### src/hw/pwm_lock_pkg.sv
/*
 Constants shared by both ends of the PWM register write lock: key values,
 register offsets on the special-function-register path, reset values and
 the map of the controller's own AHB-Lite registers.
 Assumes 16-bit special-function-register data and word-aligned AHB access.
*/
package pwm_lock_pkg;
	localparam int SFR_AW = 8;
	localparam int SFR_DW = 16;
	localparam logic [SFR_DW-1:0] UNLOCK_KEY_FIRST = 16'hABCD;
	localparam logic [SFR_DW-1:0] UNLOCK_KEY_SECOND = 16'h4321;
	// Offsets on the access path
	localparam logic [SFR_AW-1:0] KEY_REG_ADDR = 8'h00;
	localparam logic [SFR_AW-1:0] OUTPUT_CONTROL_ADDR = 8'h02;
	localparam logic [SFR_AW-1:0] FAULT_LIMIT_ADDR = 8'h04;
	localparam logic [SFR_AW-1:0] OTHER_SFR_ADDR = 8'h06;
	localparam logic [SFR_DW-1:0] OUTPUT_CONTROL_RESET = 16'h0000;
	localparam logic [SFR_DW-1:0] FAULT_LIMIT_RESET = 16'h0000;
	localparam logic LOCK_CONFIG_DEFAULT = 1'b1;
	// Controller AHB-Lite register map (byte addresses)
	localparam logic [7:0] CMD_ADDR_OFFSET = 8'h00;
	localparam logic [7:0] CMD_DATA_OFFSET = 8'h04;
	localparam logic [7:0] CMD_GO_OFFSET = 8'h08;
	localparam logic [7:0] STATUS_OFFSET = 8'h0C;
	localparam logic [7:0] READ_DATA_OFFSET = 8'h10;
	// Command codes written to the go register
	localparam logic [1:0] CMD_PLAIN_WRITE = 2'h0;
	localparam logic [1:0] CMD_PLAIN_READ = 2'h1;
	localparam logic [1:0] CMD_UNLOCKED_WRITE = 2'h2;
	localparam logic [1:0] CMD_RAW_KEY = 2'h3;
endpackage : pwm_lock_pkg

### src/hw/sfr_link_if.sv
/*
 Special-function-register access path between the core-side controller
 and the PWM lock device. One access per cycle, write or read.
 Assumes both ends share hclk.
*/
`timescale 1ns/1ps
interface sfr_link_if;
	import pwm_lock_pkg::*;
	logic access;
	logic write;
	logic [SFR_AW-1:0] addr;
	logic [SFR_DW-1:0] wdata;
	logic [SFR_DW-1:0] rdata;
	logic refused;
	modport core (output access, output write, output addr, output wdata,
		input rdata, input refused);
	modport device (input access, input write, input addr, input wdata,
		output rdata, output refused);
endinterface : sfr_link_if

### src/hw/sfr_core_ctrl.sv
/*
 Core-side end: an AHB-Lite slave that turns software commands into
 accesses on the special-function-register path, issuing the two key
 writes and the protected write back to back for an unlocked write.
 Assumes a single AHB-Lite master doing whole-word single transfers.
*/
// Our own choices: the AHB-Lite slave port and the placing of the registers.
`timescale 1ns/1ps
module sfr_core_ctrl
	import pwm_lock_pkg::*;
(
	// Clock and reset
	input wire logic hclk,
	input wire logic hresetn,
	// AHB-Lite slave
	input wire logic hsel,
	input wire logic [31:0] haddr,
	input wire logic [1:0] htrans,
	input wire logic hwrite,
	input wire logic [2:0] hsize,
	input wire logic hready,
	input wire logic [31:0] hwdata,
	output logic [31:0] hrdata,
	output logic hreadyout,
	output logic hresp,
	// Access path
	sfr_link_if.core link
);
	typedef enum logic [2:0] {
		SEQ_IDLE = 3'b000,
		SEQ_KEY1 = 3'b001,
		SEQ_KEY2 = 3'b010,
		SEQ_TARGET = 3'b011,
		SEQ_READ = 3'b100
	} seq_state_type;

	seq_state_type seq_reg, seq_next;
	logic [SFR_AW-1:0] addr_reg, addr_next;
	logic [SFR_DW-1:0] data_reg, data_next;
	logic [1:0] cmd_reg, cmd_next;
	logic [SFR_DW-1:0] rd_reg, rd_next;
	logic refused_reg, refused_next;
	logic wr_pend_reg, wr_pend_next;
	logic [7:0] wr_off_reg, wr_off_next;
	logic [7:0] rd_off;
	logic busy;

	assign busy = seq_reg != SEQ_IDLE;
	assign hreadyout = 1'b1;
	assign hresp = 1'b0;
	assign rd_off = haddr[7:0];

	logic [31:0] rdata_reg, rdata_next;

	// Read data is registered at the address phase and stands through the data phase
	assign hrdata = rdata_reg;

	always_comb begin
		seq_next = seq_reg;
		addr_next = addr_reg;
		data_next = data_reg;
		cmd_next = cmd_reg;
		rd_next = rd_reg;
		refused_next = refused_reg;
		wr_pend_next = 1'b0;
		wr_off_next = wr_off_reg;
		rdata_next = rdata_reg;
		link.access = 1'b0;
		link.write = 1'b0;
		link.addr = addr_reg;
		link.wdata = data_reg;
		if (hsel && hready && htrans[1]) begin
			wr_pend_next = hwrite;
			wr_off_next = haddr[7:0];
			if (!hwrite) begin
				unique case (rd_off)
					CMD_ADDR_OFFSET: rdata_next = {24'h000000, addr_reg};
					CMD_DATA_OFFSET: rdata_next = {16'h0000, data_reg};
					STATUS_OFFSET: rdata_next = {30'h0, refused_reg, busy};
					READ_DATA_OFFSET: rdata_next = {16'h0000, rd_reg};
					default: rdata_next = '0;
				endcase
			end
		end
		if (wr_pend_reg) begin
			unique case (wr_off_reg)
				CMD_ADDR_OFFSET: addr_next = hwdata[SFR_AW-1:0];
				CMD_DATA_OFFSET: data_next = hwdata[SFR_DW-1:0];
				CMD_GO_OFFSET: begin
					// Software must not issue a command while busy; the status bit tells it
					if (!busy) begin
						cmd_next = hwdata[1:0];
						refused_next = 1'b0;
						unique case (hwdata[1:0])
							CMD_UNLOCKED_WRITE: seq_next = SEQ_KEY1;
							CMD_PLAIN_READ: seq_next = SEQ_READ;
							default: seq_next = SEQ_TARGET;
						endcase
					end
				end
				default: ;
			endcase
		end
		// Key and target accesses go out on consecutive cycles, nothing between
		unique case (seq_reg)
			SEQ_IDLE: ;
			SEQ_KEY1: begin
				link.access = 1'b1;
				link.write = 1'b1;
				link.addr = KEY_REG_ADDR;
				link.wdata = UNLOCK_KEY_FIRST;
				seq_next = SEQ_KEY2;
			end
			SEQ_KEY2: begin
				link.access = 1'b1;
				link.write = 1'b1;
				link.addr = KEY_REG_ADDR;
				link.wdata = UNLOCK_KEY_SECOND;
				seq_next = SEQ_TARGET;
			end
			SEQ_TARGET: begin
				link.access = 1'b1;
				link.write = 1'b1;
				if (cmd_reg == CMD_RAW_KEY) begin
					link.addr = KEY_REG_ADDR;
				end
				seq_next = SEQ_READ;
			end
			SEQ_READ: begin
				if (cmd_reg == CMD_PLAIN_READ) begin
					link.access = 1'b1;
				end
				seq_next = SEQ_IDLE;
			end
			default: seq_next = SEQ_IDLE;
		endcase
		// Results land one cycle after their access
		if (seq_reg == SEQ_READ) begin
			refused_next = refused_reg | link.refused;
		end
		if (seq_reg == SEQ_IDLE && cmd_reg == CMD_PLAIN_READ) begin
			rd_next = link.rdata;
		end
	end

	always_ff @(posedge hclk or negedge hresetn) begin
		if (!hresetn) begin
			seq_reg <= SEQ_IDLE;
			addr_reg <= '0;
			data_reg <= '0;
			cmd_reg <= CMD_PLAIN_WRITE;
			rd_reg <= '0;
			refused_reg <= 1'b0;
			wr_pend_reg <= 1'b0;
			wr_off_reg <= '0;
			rdata_reg <= '0;
		end else begin
			seq_reg <= seq_next;
			addr_reg <= addr_next;
			data_reg <= data_next;
			cmd_reg <= cmd_next;
			rd_reg <= rd_next;
			refused_reg <= refused_next;
			wr_pend_reg <= wr_pend_next;
			wr_off_reg <= wr_off_next;
			rdata_reg <= rdata_next;
		end
	end
endmodule : sfr_core_ctrl

### src/flat_wrapper.sv
// flat-port wrapper written by rule: the top's interface ports become plain ports
module sfr_core_ctrl_flat import pwm_lock_pkg::*;
  (hclk, hresetn, hsel, haddr, htrans, hwrite, hsize, hready, hwdata, hrdata, hreadyout, hresp, link_access, link_write, link_addr, link_wdata, link_rdata, link_refused);
  sfr_link_if link_i ();
  input wire logic hclk;
  input wire logic hresetn;
  input wire logic hsel;
  input wire logic [31:0] haddr;
  input wire logic [1:0] htrans;
  input wire logic hwrite;
  input wire logic [2:0] hsize;
  input wire logic hready;
  input wire logic [31:0] hwdata;
  output logic [31:0] hrdata;
  output logic hreadyout;
  output logic hresp;
  output wire logic [$bits(link_i.access)-1:0] link_access;
  output wire logic [$bits(link_i.write)-1:0] link_write;
  output wire logic [$bits(link_i.addr)-1:0] link_addr;
  output wire logic [$bits(link_i.wdata)-1:0] link_wdata;
  input wire logic [$bits(link_i.rdata)-1:0] link_rdata;
  input wire logic [$bits(link_i.refused)-1:0] link_refused;
  assign link_access = link_i.access;
  assign link_write = link_i.write;
  assign link_addr = link_i.addr;
  assign link_wdata = link_i.wdata;
  assign link_i.rdata = link_rdata;
  assign link_i.refused = link_refused;
  sfr_core_ctrl u_core (.hclk(hclk), .hresetn(hresetn), .hsel(hsel), .haddr(haddr), .htrans(htrans), .hwrite(hwrite), .hsize(hsize), .hready(hready), .hwdata(hwdata), .hrdata(hrdata), .hreadyout(hreadyout), .hresp(hresp), .link(link_i));
endmodule
### config.mk
export PLATFORM = sky130hd
export DESIGN_NAME = sfr_core_ctrl_flat
export DESIGN_NICKNAME = d
export VERILOG_FILES = /design/src/hw/pwm_lock_pkg.sv /design/src/hw/sfr_link_if.sv /design/src/hw/sfr_core_ctrl.sv /design/src/flat_wrapper.sv
export SDC_FILE = /design/constraint.sdc
export NUM_CORES = 1
export LEC_CHECK = 0
export BUFFER_PORTS_ARGS = -buffer_cell sky130_fd_sc_hd__buf_2
export CORE_MARGIN = 2
export CORE_UTILIZATION = 50
export CTS_BUF_LIST = sky130_fd_sc_hd__clkbuf_4 sky130_fd_sc_hd__clkbuf_8
export DETAILED_ROUTE_END_ITERATION = 8
export HOLD_SLACK_MARGIN = 0.02
export PLACE_DENSITY = 0.83
export SLEW_MARGIN = 20
export SYNTH_ARGS = -nofsm -noshare
export SYNTH_HDL_FRONTEND = slang
export SYNTH_SLANG_ARGS = --single-unit
### constraint.sdc
create_clock -name hclk -period 2.03 [get_ports hclk]
set_input_delay 0.406 -clock hclk [delete_from_list [all_inputs] [get_ports hclk]]
set_output_delay 0.406 -clock hclk [all_outputs]
set_load 0.05 [all_outputs]
==> flow_summary.json, run 1 <==
{
  "initial_core_util_pct": 52.1,
  "fin_crit_sh_pct": 99.7,
  "clkTransAtPathRegs_ns": 0.09,
  "slew_headroom_pct": 53.0,
  "final_nets": 506,
  "cp-start-kind": "flip-flop",
  "cellLeakagePower_nw": 2.13,
  "ys_seq_area_share_pct": 49.9,
  "cts_tree": "yes",
  "min-delay-start": "hwdata[10]",
  "synth-main-ff-cell": "dfrtp_1",
  "vdd_drop_max_uv": 848,
  "htree_levels": 3,
  "post_dp_cell_area_mm2": 0.00415,
  "worst_slew_pin_slew_ns": 0.704,
  "yosysTopAreaCellShare_pct": 49.9,
  "cp-end-kind": "primary output",
  "die-area_mm2": 0.00780,
  "startpoint": "u_core.seq_reg[1]",
  "rsz0062_at_grt": "true",
  "routed_wl_um": 8500,
  "slowest_delay_ns": 0.47,
  "grt_pass1_wl_um": 13000,
  "powerDensity_mw_per_mm2": 1240,
  "finalSetupViolCount": 0,
  "synthesis.area_mm2": 0.00356,
  "cap_violations": 0,
  "wl_per_cell_um": 16.5,
  "grt_overflow_total": 0,
  "worstReg2RegStart": "u_core.wr_off_reg[5]",
  "synthCells": 312,
  "maxSlewViolCount": 0,
  "avgSynthCellArea_um2": 11.4,
  "design_area_mm2": 0.00451,
  "total_power_mw": 5.57,
  "hold_path_class": "in2reg",
  "clock-sinks": 71,
  "ys_warn_count": 0,
  "synth_top_area_cell": "dfrtp_1",
  "clock_skew_ns": 0.0121,
  "drc": 0,
  "hold_violations": 0,
  "detailedPlace.worstSlack_ns": 0.0841,
  "dr_total_vias": 2763,
  "drt_iter0_drc": 174,
  "cts-root-buf": "clkbuf_8",
  "synth-seq-cells": 71,
  "place.gp.congestion": 0.872,
  "antenna_left": 0,
  "worst_slack_ns": 0.00709,
  "critPathRequiredTime_ns": 1.62,
  "pin_count": 151,
  "core_mm2": 0.00683,
  "outcome": "complete, no violations",
  "grt_pass1_vias": 2707,
  "cts_buffers": 9,
  "slowest_stage": "dfrtp_2",
  "clockBufferDepth": 2,
  "insertion_delay_ns": 0.35,
  "max_clock_freq_mhz": 494,
  "n_antenna_cell": 0,
  "fillers": 522,
  "drive_gt1_share_pct": 51.0,
  "ys_types": 33,
  "crit_arrival_ns": 1.62,
  "fp.dieH_um": 88.3,
  "synth_edf_count": 0,
  "async_flop_share_pct": 100,
  "final_common_cell": "buf_2",
  "firstDrtPassIters": 5,
  "mostFrequentLayoutCells": "buf_2 (69), dfrtp_1 (68), mux2_2 (46)",
  "path_cells": "xnor2_2 > nor2_4 > or2_2 > buf_2",
  "areaGrowthSynthToFinish_pct": 26.7,
  "path_max_fanout": 7,
  "viasPerCell": 5.38,
  "hpwl_um": 6030,
  "min_period_ns": 2.02,
  "antenna_found_initial": 0,
  "grt_max_degree": 51,
  "rows": 30,
  "worstSetupPathType": "reg2out",
  "io_buffers": 88,
  "die_w_um": 88.3,
  "track_usage_pct": 22.0,
  "ys_top_cells_by_area": "dfrtp_1 (50%), mux2_2 (15%), mux2_4 (4.2%)"
}
cell type report:
type,instances,area [um2],share of cell area [%]
clock buffers,9,124,2.75
clock inverters,7,77.6,1.72
inverters,6,22.5,0.500
multi-input cells,218,1670,37.2
flip-flops and latches,71,1780,39.5
well taps,96,120,2.67
repair buffers,107,707,15.7
critical path, delay by kind of cell (launching register included):
family / cells / cell delay (ns)
buf+inv: 1 / 0.22
flops: 1 / 0.47
simple gates: 2 / 0.38
xor+xnor: 1 / 0.21
kinds of logic after synthesis:
family	Yosys count	share of synthesized area, %
compound gates	53	9.14
other cells	2	0.211
flops	71	49.9
fa+ha+maj	2	0.703
xor+xnor	1	0.246
simple gates	86	14.0
mux	58	19.3
buf+inv	39	6.44
routing by layer:
| metal | part of all wire [%] | global-route usage, % |
|---|---|---|
| met2 | 50 | 36.8 |
| met4 | 1.4 | 8.68 |
| met5 | 0 | 0 |
| met3 | 6.9 | 5.69 |
| met1 | 42 | 27.5 |
path summary, 6_finish.rpt:
check                           cells after the start  slack, ns                   to
worst max-delay path                                4      0.007        link_wdata[8]
worst min-delay path                                2       0.28  u_core.data_reg[10]
worst max register to register                      5       0.11   u_core.data_reg[6]
worst min register to register                      2       0.48    u_core.hrdata[12]
max in group asynchronous                           3       0.82    u_core.seq_reg[1]
min in group asynchronous                           2       0.55    u_core.hrdata[12]
power breakdown:
group / internal [mW] / total (mW) / switching, mW
Sequential: 1.68 / 1.89 / 0.211
Combinational: 0.888 / 2.53 / 1.64
Clock: 0.580 / 1.15 / 0.569
Total: 3.15 / 5.57 / 2.42
cell usage after synthesis (2+ instances only):
library cell   n
clkbuf_1      10
nand2b_1       3
conb_1         2
o21ai_0       29
nor2b_1       14
or2_2          4
buf_4         19
mux2_4        10
inv_1          6
a21oi_1        5
a22oi_1        6
ha_1           2
nor4_4         4
nand2_1       28
mux2i_1        2
dfrtp_1       71
or4_4          2
a211oi_1       2
a32oi_1        8
buf_2          3
nor3_1         4
nand3_1        4
nor2_1        18
mux2_2        46
a21boi_0       2
repair_timing:
action                     in CTS  in global routing
cloned                          0                  0
setup endpoints to repair      24                 20
hold buffers                    1                  0
buffers inserted                2                  0
hold endpoints to repair        7                  0
pin swaps                       0                  0
resized for setup              19                 31
stage by stage:
step	util (%)	hold slack (ns)	cells	setup TNS [ns]
global route	66.0	0.268	514	-0.371
CTS	64.9	0.268	514	0
floorplan	-	0.110	328	-1.02
detailed placement	60.8	0.401	495	0
finish	66.0	0.275	514	0
global placement	60.8	0.399	495	0
Power figures use the tool's default switching activity.
==> run 2, diff against run 1 <==
==> constraint.sdc (replaced) <==
create_clock -name hclk -period 2.1 [get_ports hclk]
set_input_delay 0.21 -clock hclk [delete_from_list [all_inputs] [get_ports hclk]]
set_output_delay 0.21 -clock hclk [all_outputs]
set_load 0.05 [all_outputs]
==> flow_summary.json, run 2 (same netlist as run 1, synthesis figures left out) <==
{
  "track_usage_pct": 22.8,
  "maxSlewViolCount": 0,
  "clock_skew_ns": 0.0122,
  "critPathRequiredTime_ns": 1.89,
  "hold_path_class": "in2reg",
  "pin_count": 151,
  "initial_core_util_pct": 52.1,
  "path_cells": "buf_4 > nor2b_1 > buf_4 > nor2_1 > o21ai_1 > buf_2",
  "finalSetupViolCount": 0,
  "hpwl_um": 6240,
  "io_buffers": 88,
  "antenna_left": 0,
  "grt_pass1_vias": 2774,
  "worst_r2r_path_depth": 4,
  "cap_violations": 0,
  "grt_overflow_total": 0,
  "cellLeakagePower_nw": 2.11,
  "max_clock_freq_mhz": 497,
  "vdd_drop_max_uv": 675,
  "cpMostUsedCell": "buf_4",
  "dr_total_vias": 2722,
  "post_dp_cell_area_mm2": 0.00412,
  "worst_slew_pin_slew_ns": 0.668,
  "mostFrequentLayoutCells": "buf_2 (86), dfrtp_1 (70), mux2_2 (46)",
  "cp-end-kind": "primary output",
  "final.setup.tns_ns": 0,
  "slowest_delay_ns": 0.42,
  "clkTransAtPathRegs_ns": 0.08,
  "hold_violations": 0,
  "areaGrowthSynthToFinish_pct": 23.0,
  "final_util_pct": 64.0,
  "dp_cells": 496,
  "rsz0062_at_grt": "false",
  "final_nets": 505,
  "drive_gt1_share_pct": 46.5,
  "grt_max_degree": 29,
  "rows": 30,
  "crit_arrival_ns": 1.80,
  "design_area_mm2": 0.00438,
  "drt_iter0_drc": 132,
  "path_max_fanout": 11,
  "fp.dieH_um": 88.3,
  "cts_buffers": 9,
  "routed_wl_um": 8540,
  "fillers": 534,
  "cts_tree": "yes",
  "cp-start-kind": "flip-flop",
  "slowest_stage": "dfrtp_1",
  "final_common_cell": "buf_2",
  "min_period_ns": 2.01,
  "antenna_found_initial": 0,
  "cts_setup_buffers": 0,
  "viasPerCell": 5.31,
  "drc": 0,
  "final_cells": 513,
  "htree_levels": 3,
  "firstDrtPassIters": 4,
  "place.gp.congestion": 0.790,
  "wl_per_cell_um": 16.6,
  "outcome": "complete, no violations",
  "insertion_delay_ns": 0.35,
  "clockBufferDepth": 2,
  "cts-root-buf": "clkbuf_8",
  "clock-sinks": 71,
  "whs_path_depth": 2,
  "slew_headroom_pct": 55.4,
  "powerDensity_mw_per_mm2": 1210,
  "die_w_um": 88.3,
  "core_mm2": 0.00683,
  "grt_pass1_wl_um": 13300,
  "n_antenna_cell": 0,
  "die-area_mm2": 0.00780,
  "fin_crit_sh_pct": 95.8,
  "worstSetupPathType": "reg2out"
}
==> run 2: changes by cell type in the layout (fill, tap and decap cells not counted), sizes merged <==
cell	before	now
buf	106	105
bufinv	1	2
clkinv	2	4
clkinvlp	1	0
inv	9	7
==> run 2: area by class of cell <==
class | instances | area [um2] | area share [%]
clock inverter | 7 | 96.3 | 2.20
inverter | 6 | 22.5 | 0.515
clock buffer | 9 | 124 | 2.83
sequential | 71 | 1780 | 40.6
timing repair buffer | 106 | 612 | 14.0
multi-input combinational | 218 | 1620 | 37.1
tap | 96 | 120 | 2.75
==> run 2: metrics by stage <==
step	setup slack (ns)	power (mW)	hold slack [ns]
global route	0.00327	5.53	0.0710
CTS	0.0467	5.24	0.0707
detailed placement	0.116	4.03	0.250
global placement	0.208	3.97	0.248
floorplan	-0.0605	3.43	-0.0856
finish	0.0891	5.28	0.0787
==> run 2: critical path, delay by kind of cell (launching register included) <==
family	cells	cell delay [ns]
AOI/OAI and AO/OA	1	0.16
buffers and inverters	3	0.67
and+or+nand+nor	2	0.21
DFF	1	0.42
==> run 2: report_power, final <==
group	switching (mW)	internal (mW)	total, mW
Combinational	1.53	0.732	2.26
Clock	0.531	0.672	1.20
Sequential	0.186	1.62	1.81
==> run 2: timing repair <==
| action | 4_1_cts | 5_1_grt |
|---|---|---|
| pin swaps | 0 | 0 |
| endpoints found under the setup margin | 8 | 6 |
| gates cloned | 0 | 0 |
| hold buffers | 1 | 0 |
| resized for setup | 1 | 7 |
| endpoints found under the hold margin | 24 | 0 |
==> run 2: final timing paths <==
path                                 startpoint              endpoint  slack [ns]
max                           u_core.seq_reg[2]         link_wdata[2]        0.09
min                                  hwdata[12]   u_core.data_reg[12]        0.08
max reg2reg                u_core.wr_off_reg[5]    u_core.addr_reg[0]        0.19
min reg2reg                    u_core.hrdata[4]      u_core.hrdata[4]        0.48
max in group asynchronous               hresetn     u_core.cmd_reg[0]        1.00
min in group asynchronous               hresetn  u_core.wr_off_reg[2]        0.41
==> run 2: per-layer routing <==
layer  vias up  track usage (%)  part of all wire (%)  wire [um]
li1       1254                -                     -          -
met1      1321             29.7                    42       3630
met2       126             36.0                    47       4050
met3        21             4.94                   7.3        621
met4         0             11.8                   2.8        240
met5         -                0                     0          0
==> run 3, diff against run 2 <==
--- a/config.mk
+++ b/config.mk
@@ -6,6 +6,7 @@
 export NUM_CORES = 1
 export LEC_CHECK = 0
 export BUFFER_PORTS_ARGS = -buffer_cell sky130_fd_sc_hd__buf_2
+export CORE_ASPECT_RATIO = 0.5
 export CORE_MARGIN = 2
 export CORE_UTILIZATION = 50
 export CTS_BUF_LIST = sky130_fd_sc_hd__clkbuf_4 sky130_fd_sc_hd__clkbuf_8
==> flow_summary.json, run 3 (same netlist as run 1, synthesis figures left out) <==
{
  "outcome": "complete, no violations",
  "n_antenna_cell": 0,
  "dr_total_vias": 2761,
  "areaGrowthSynthToFinish_pct": 23.1,
  "hpwl_um": 5980,
  "clockBufferDepth": 2,
  "cp-start-kind": "flip-flop",
  "place.gp.congestion": 0.795,
  "worstReg2RegStart": "u_core.wr_off_reg[5]",
  "cellLeakagePower_nw": 2.12,
  "max_clock_freq_mhz": 481,
  "path_cells": "buf_4 > xnor2_1 > nor2_1 > buf_4 > or2_2 > buf_2",
  "crit_arrival_ns": 1.87,
  "fin_crit_sh_pct": 98.9,
  "htree_levels": 3,
  "worst_slack_ns": 0.0228,
  "cts_setup_buffers": 0,
  "post_dp_cell_area_mm2": 0.00413,
  "path_max_fanout": 13,
  "min_to": "u_core.data_reg[13]",
  "multi_input_area_mm2": 0.00162,
  "powerDensity_mw_per_mm2": 1200,
  "seqCellArea_mm2": 0.00178,
  "min-delay-start": "hwdata[13]",
  "grt_overflow_total": 0,
  "pin_count": 151,
  "die-area_mm2": 0.00785,
  "fp.dieH_um": 63.6,
  "die_w_um": 123,
  "drt_iter0_drc": 238,
  "detailedPlace.worstSlack_ns": 0.101,
  "design_area_mm2": 0.00438,
  "grt_pass1_wl_um": 13900,
  "track_usage_pct": 23.8,
  "clkTransAtPathRegs_ns": 0.07,
  "vdd_drop_max_uv": 481,
  "cp_top_family": "buffers and inverters",
  "antenna_found_initial": 0,
  "fillers": 541,
  "grt_pass1_vias": 2845,
  "final_nets": 506,
  "clock-sinks": 71,
  "antenna_left": 0,
  "mostFrequentLayoutCells": "buf_2 (86), dfrtp_1 (71), mux2_2 (46)",
  "min_period_ns": 2.08,
  "hold_slack_ns": 0.0754,
  "r2r_slack_ns": 0.10,
  "maxSlewViolCount": 0,
  "initial_core_util_pct": 52.5,
  "finalSetupViolCount": 0,
  "drive_gt1_share_pct": 46.4,
  "total_power_mw": 5.26,
  "io_buffers": 88,
  "r2r_end": "u_core.data_reg[7]",
  "worstSetupPathType": "reg2out",
  "critPathRequiredTime_ns": 1.89,
  "core_mm2": 0.00678,
  "worst_slew_pin_slew_ns": 0.799,
  "cpMostUsedCell": "buf_4",
  "firstDrtPassIters": 5,
  "viasPerCell": 5.41,
  "slew_headroom_pct": 46.7,
  "path_buf_inv": 3,
  "cts_tree": "yes",
  "rows": 21,
  "cp-end-kind": "primary output",
  "drc": 0,
  "routed_wl_um": 8470,
  "hold_path_class": "in2reg",
  "cts-root-buf": "clkbuf_8",
  "slowest_delay_ns": 0.40,
  "final_common_cell": "buf_2",
  "whs_path_depth": 2,
  "grt_max_degree": 29,
  "cap_violations": 0,
  "insertion_delay_ns": 0.36,
  "slowest_stage": "dfrtp_1",
  "hold_violations": 0,
  "worst_r2r_path_depth": 5,
  "clock_skew_ns": 0.0110,
  "wl_per_cell_um": 16.6,
  "cts_buffers": 9
}
## run 3: cell types whose count changed in the layout (fill, tap and decap cells not counted)
cell / before / now
buf_4: 16 / 18
buf_6: 1 / 0
bufinv_16: 2 / 1
clkbuf_8: 9 / 14
clkinv_2: 2 / 1
clkinv_4: 2 / 0
dfrtp_1: 70 / 71
dfrtp_2: 1 / 0
inv_6: 1 / 0
## run 3: through the flow
stage | TNS, ns | cells | utilization, %
after floorplan | -0.121 | 328 | -
after global placement | 0 | 493 | 60.9
after detailed placement | 0 | 493 | 60.9
after CTS | 0 | 510 | 64.5
after global routing | -0.176 | 510 | 64.6
final | 0 | 510 | 64.6
## run 3: area by class of cell
cell class / instances / area share, %
sequential: 71 / 40.6
clock buffer: 14 / 4.40
inverter: 6 / 0.514
tap: 92 / 2.63
clock inverter: 2 / 0.800
multi-input combinational: 218 / 37.0
timing repair buffer: 107 / 14.1
## run 3: worst max path at each step
stage | from | endpoint | slack [ns] | cells after the start
2_1_floorplan | u_core.seq_reg[2] | link_wdata[14] | -0.06 | 4
4_1_cts | u_core.seq_reg[1] | link_wdata[9] | 0.08 | 6
3_3_place_gp | u_core.seq_reg[0] | link_addr[7] | 0.14 | 5
5_1_grt | u_core.seq_reg[1] | link_wdata[8] | -0.06 | 6
3_5_place_dp | u_core.seq_reg[0] | link_addr[7] | 0.10 | 5
6_report | u_core.seq_reg[1] | link_wdata[8] | 0.02 | 6
## run 3: report_power, final
part,total [mW],leakage (nW),switching (mW),internal [mW]
clock network,1.23,0.119,0.518,0.709
registers,1.78,0.890,0.162,1.62
logic,2.25,1.11,1.54,0.710
total,5.26,2.12,2.22,3.04
## run 3: routing by layer
metal	up-vias	GRT usage (%)	wire length (um)	share of wire, %
li1	1263	-	-	-
met5	-	0	0	0
met1	1359	30.3	3760	44
met4	0	9.66	167	2.0
met3	18	7.16	582	6.9
met2	121	37.9	3960	47
## run 3: timing repair
action | CTS | global route
gates resized for setup | 1 | 5
hold endpoints to repair | 23 | 0
hold buffers | 1 | 0
pin swaps | 0 | 0
setup endpoints to repair | 8 | 3
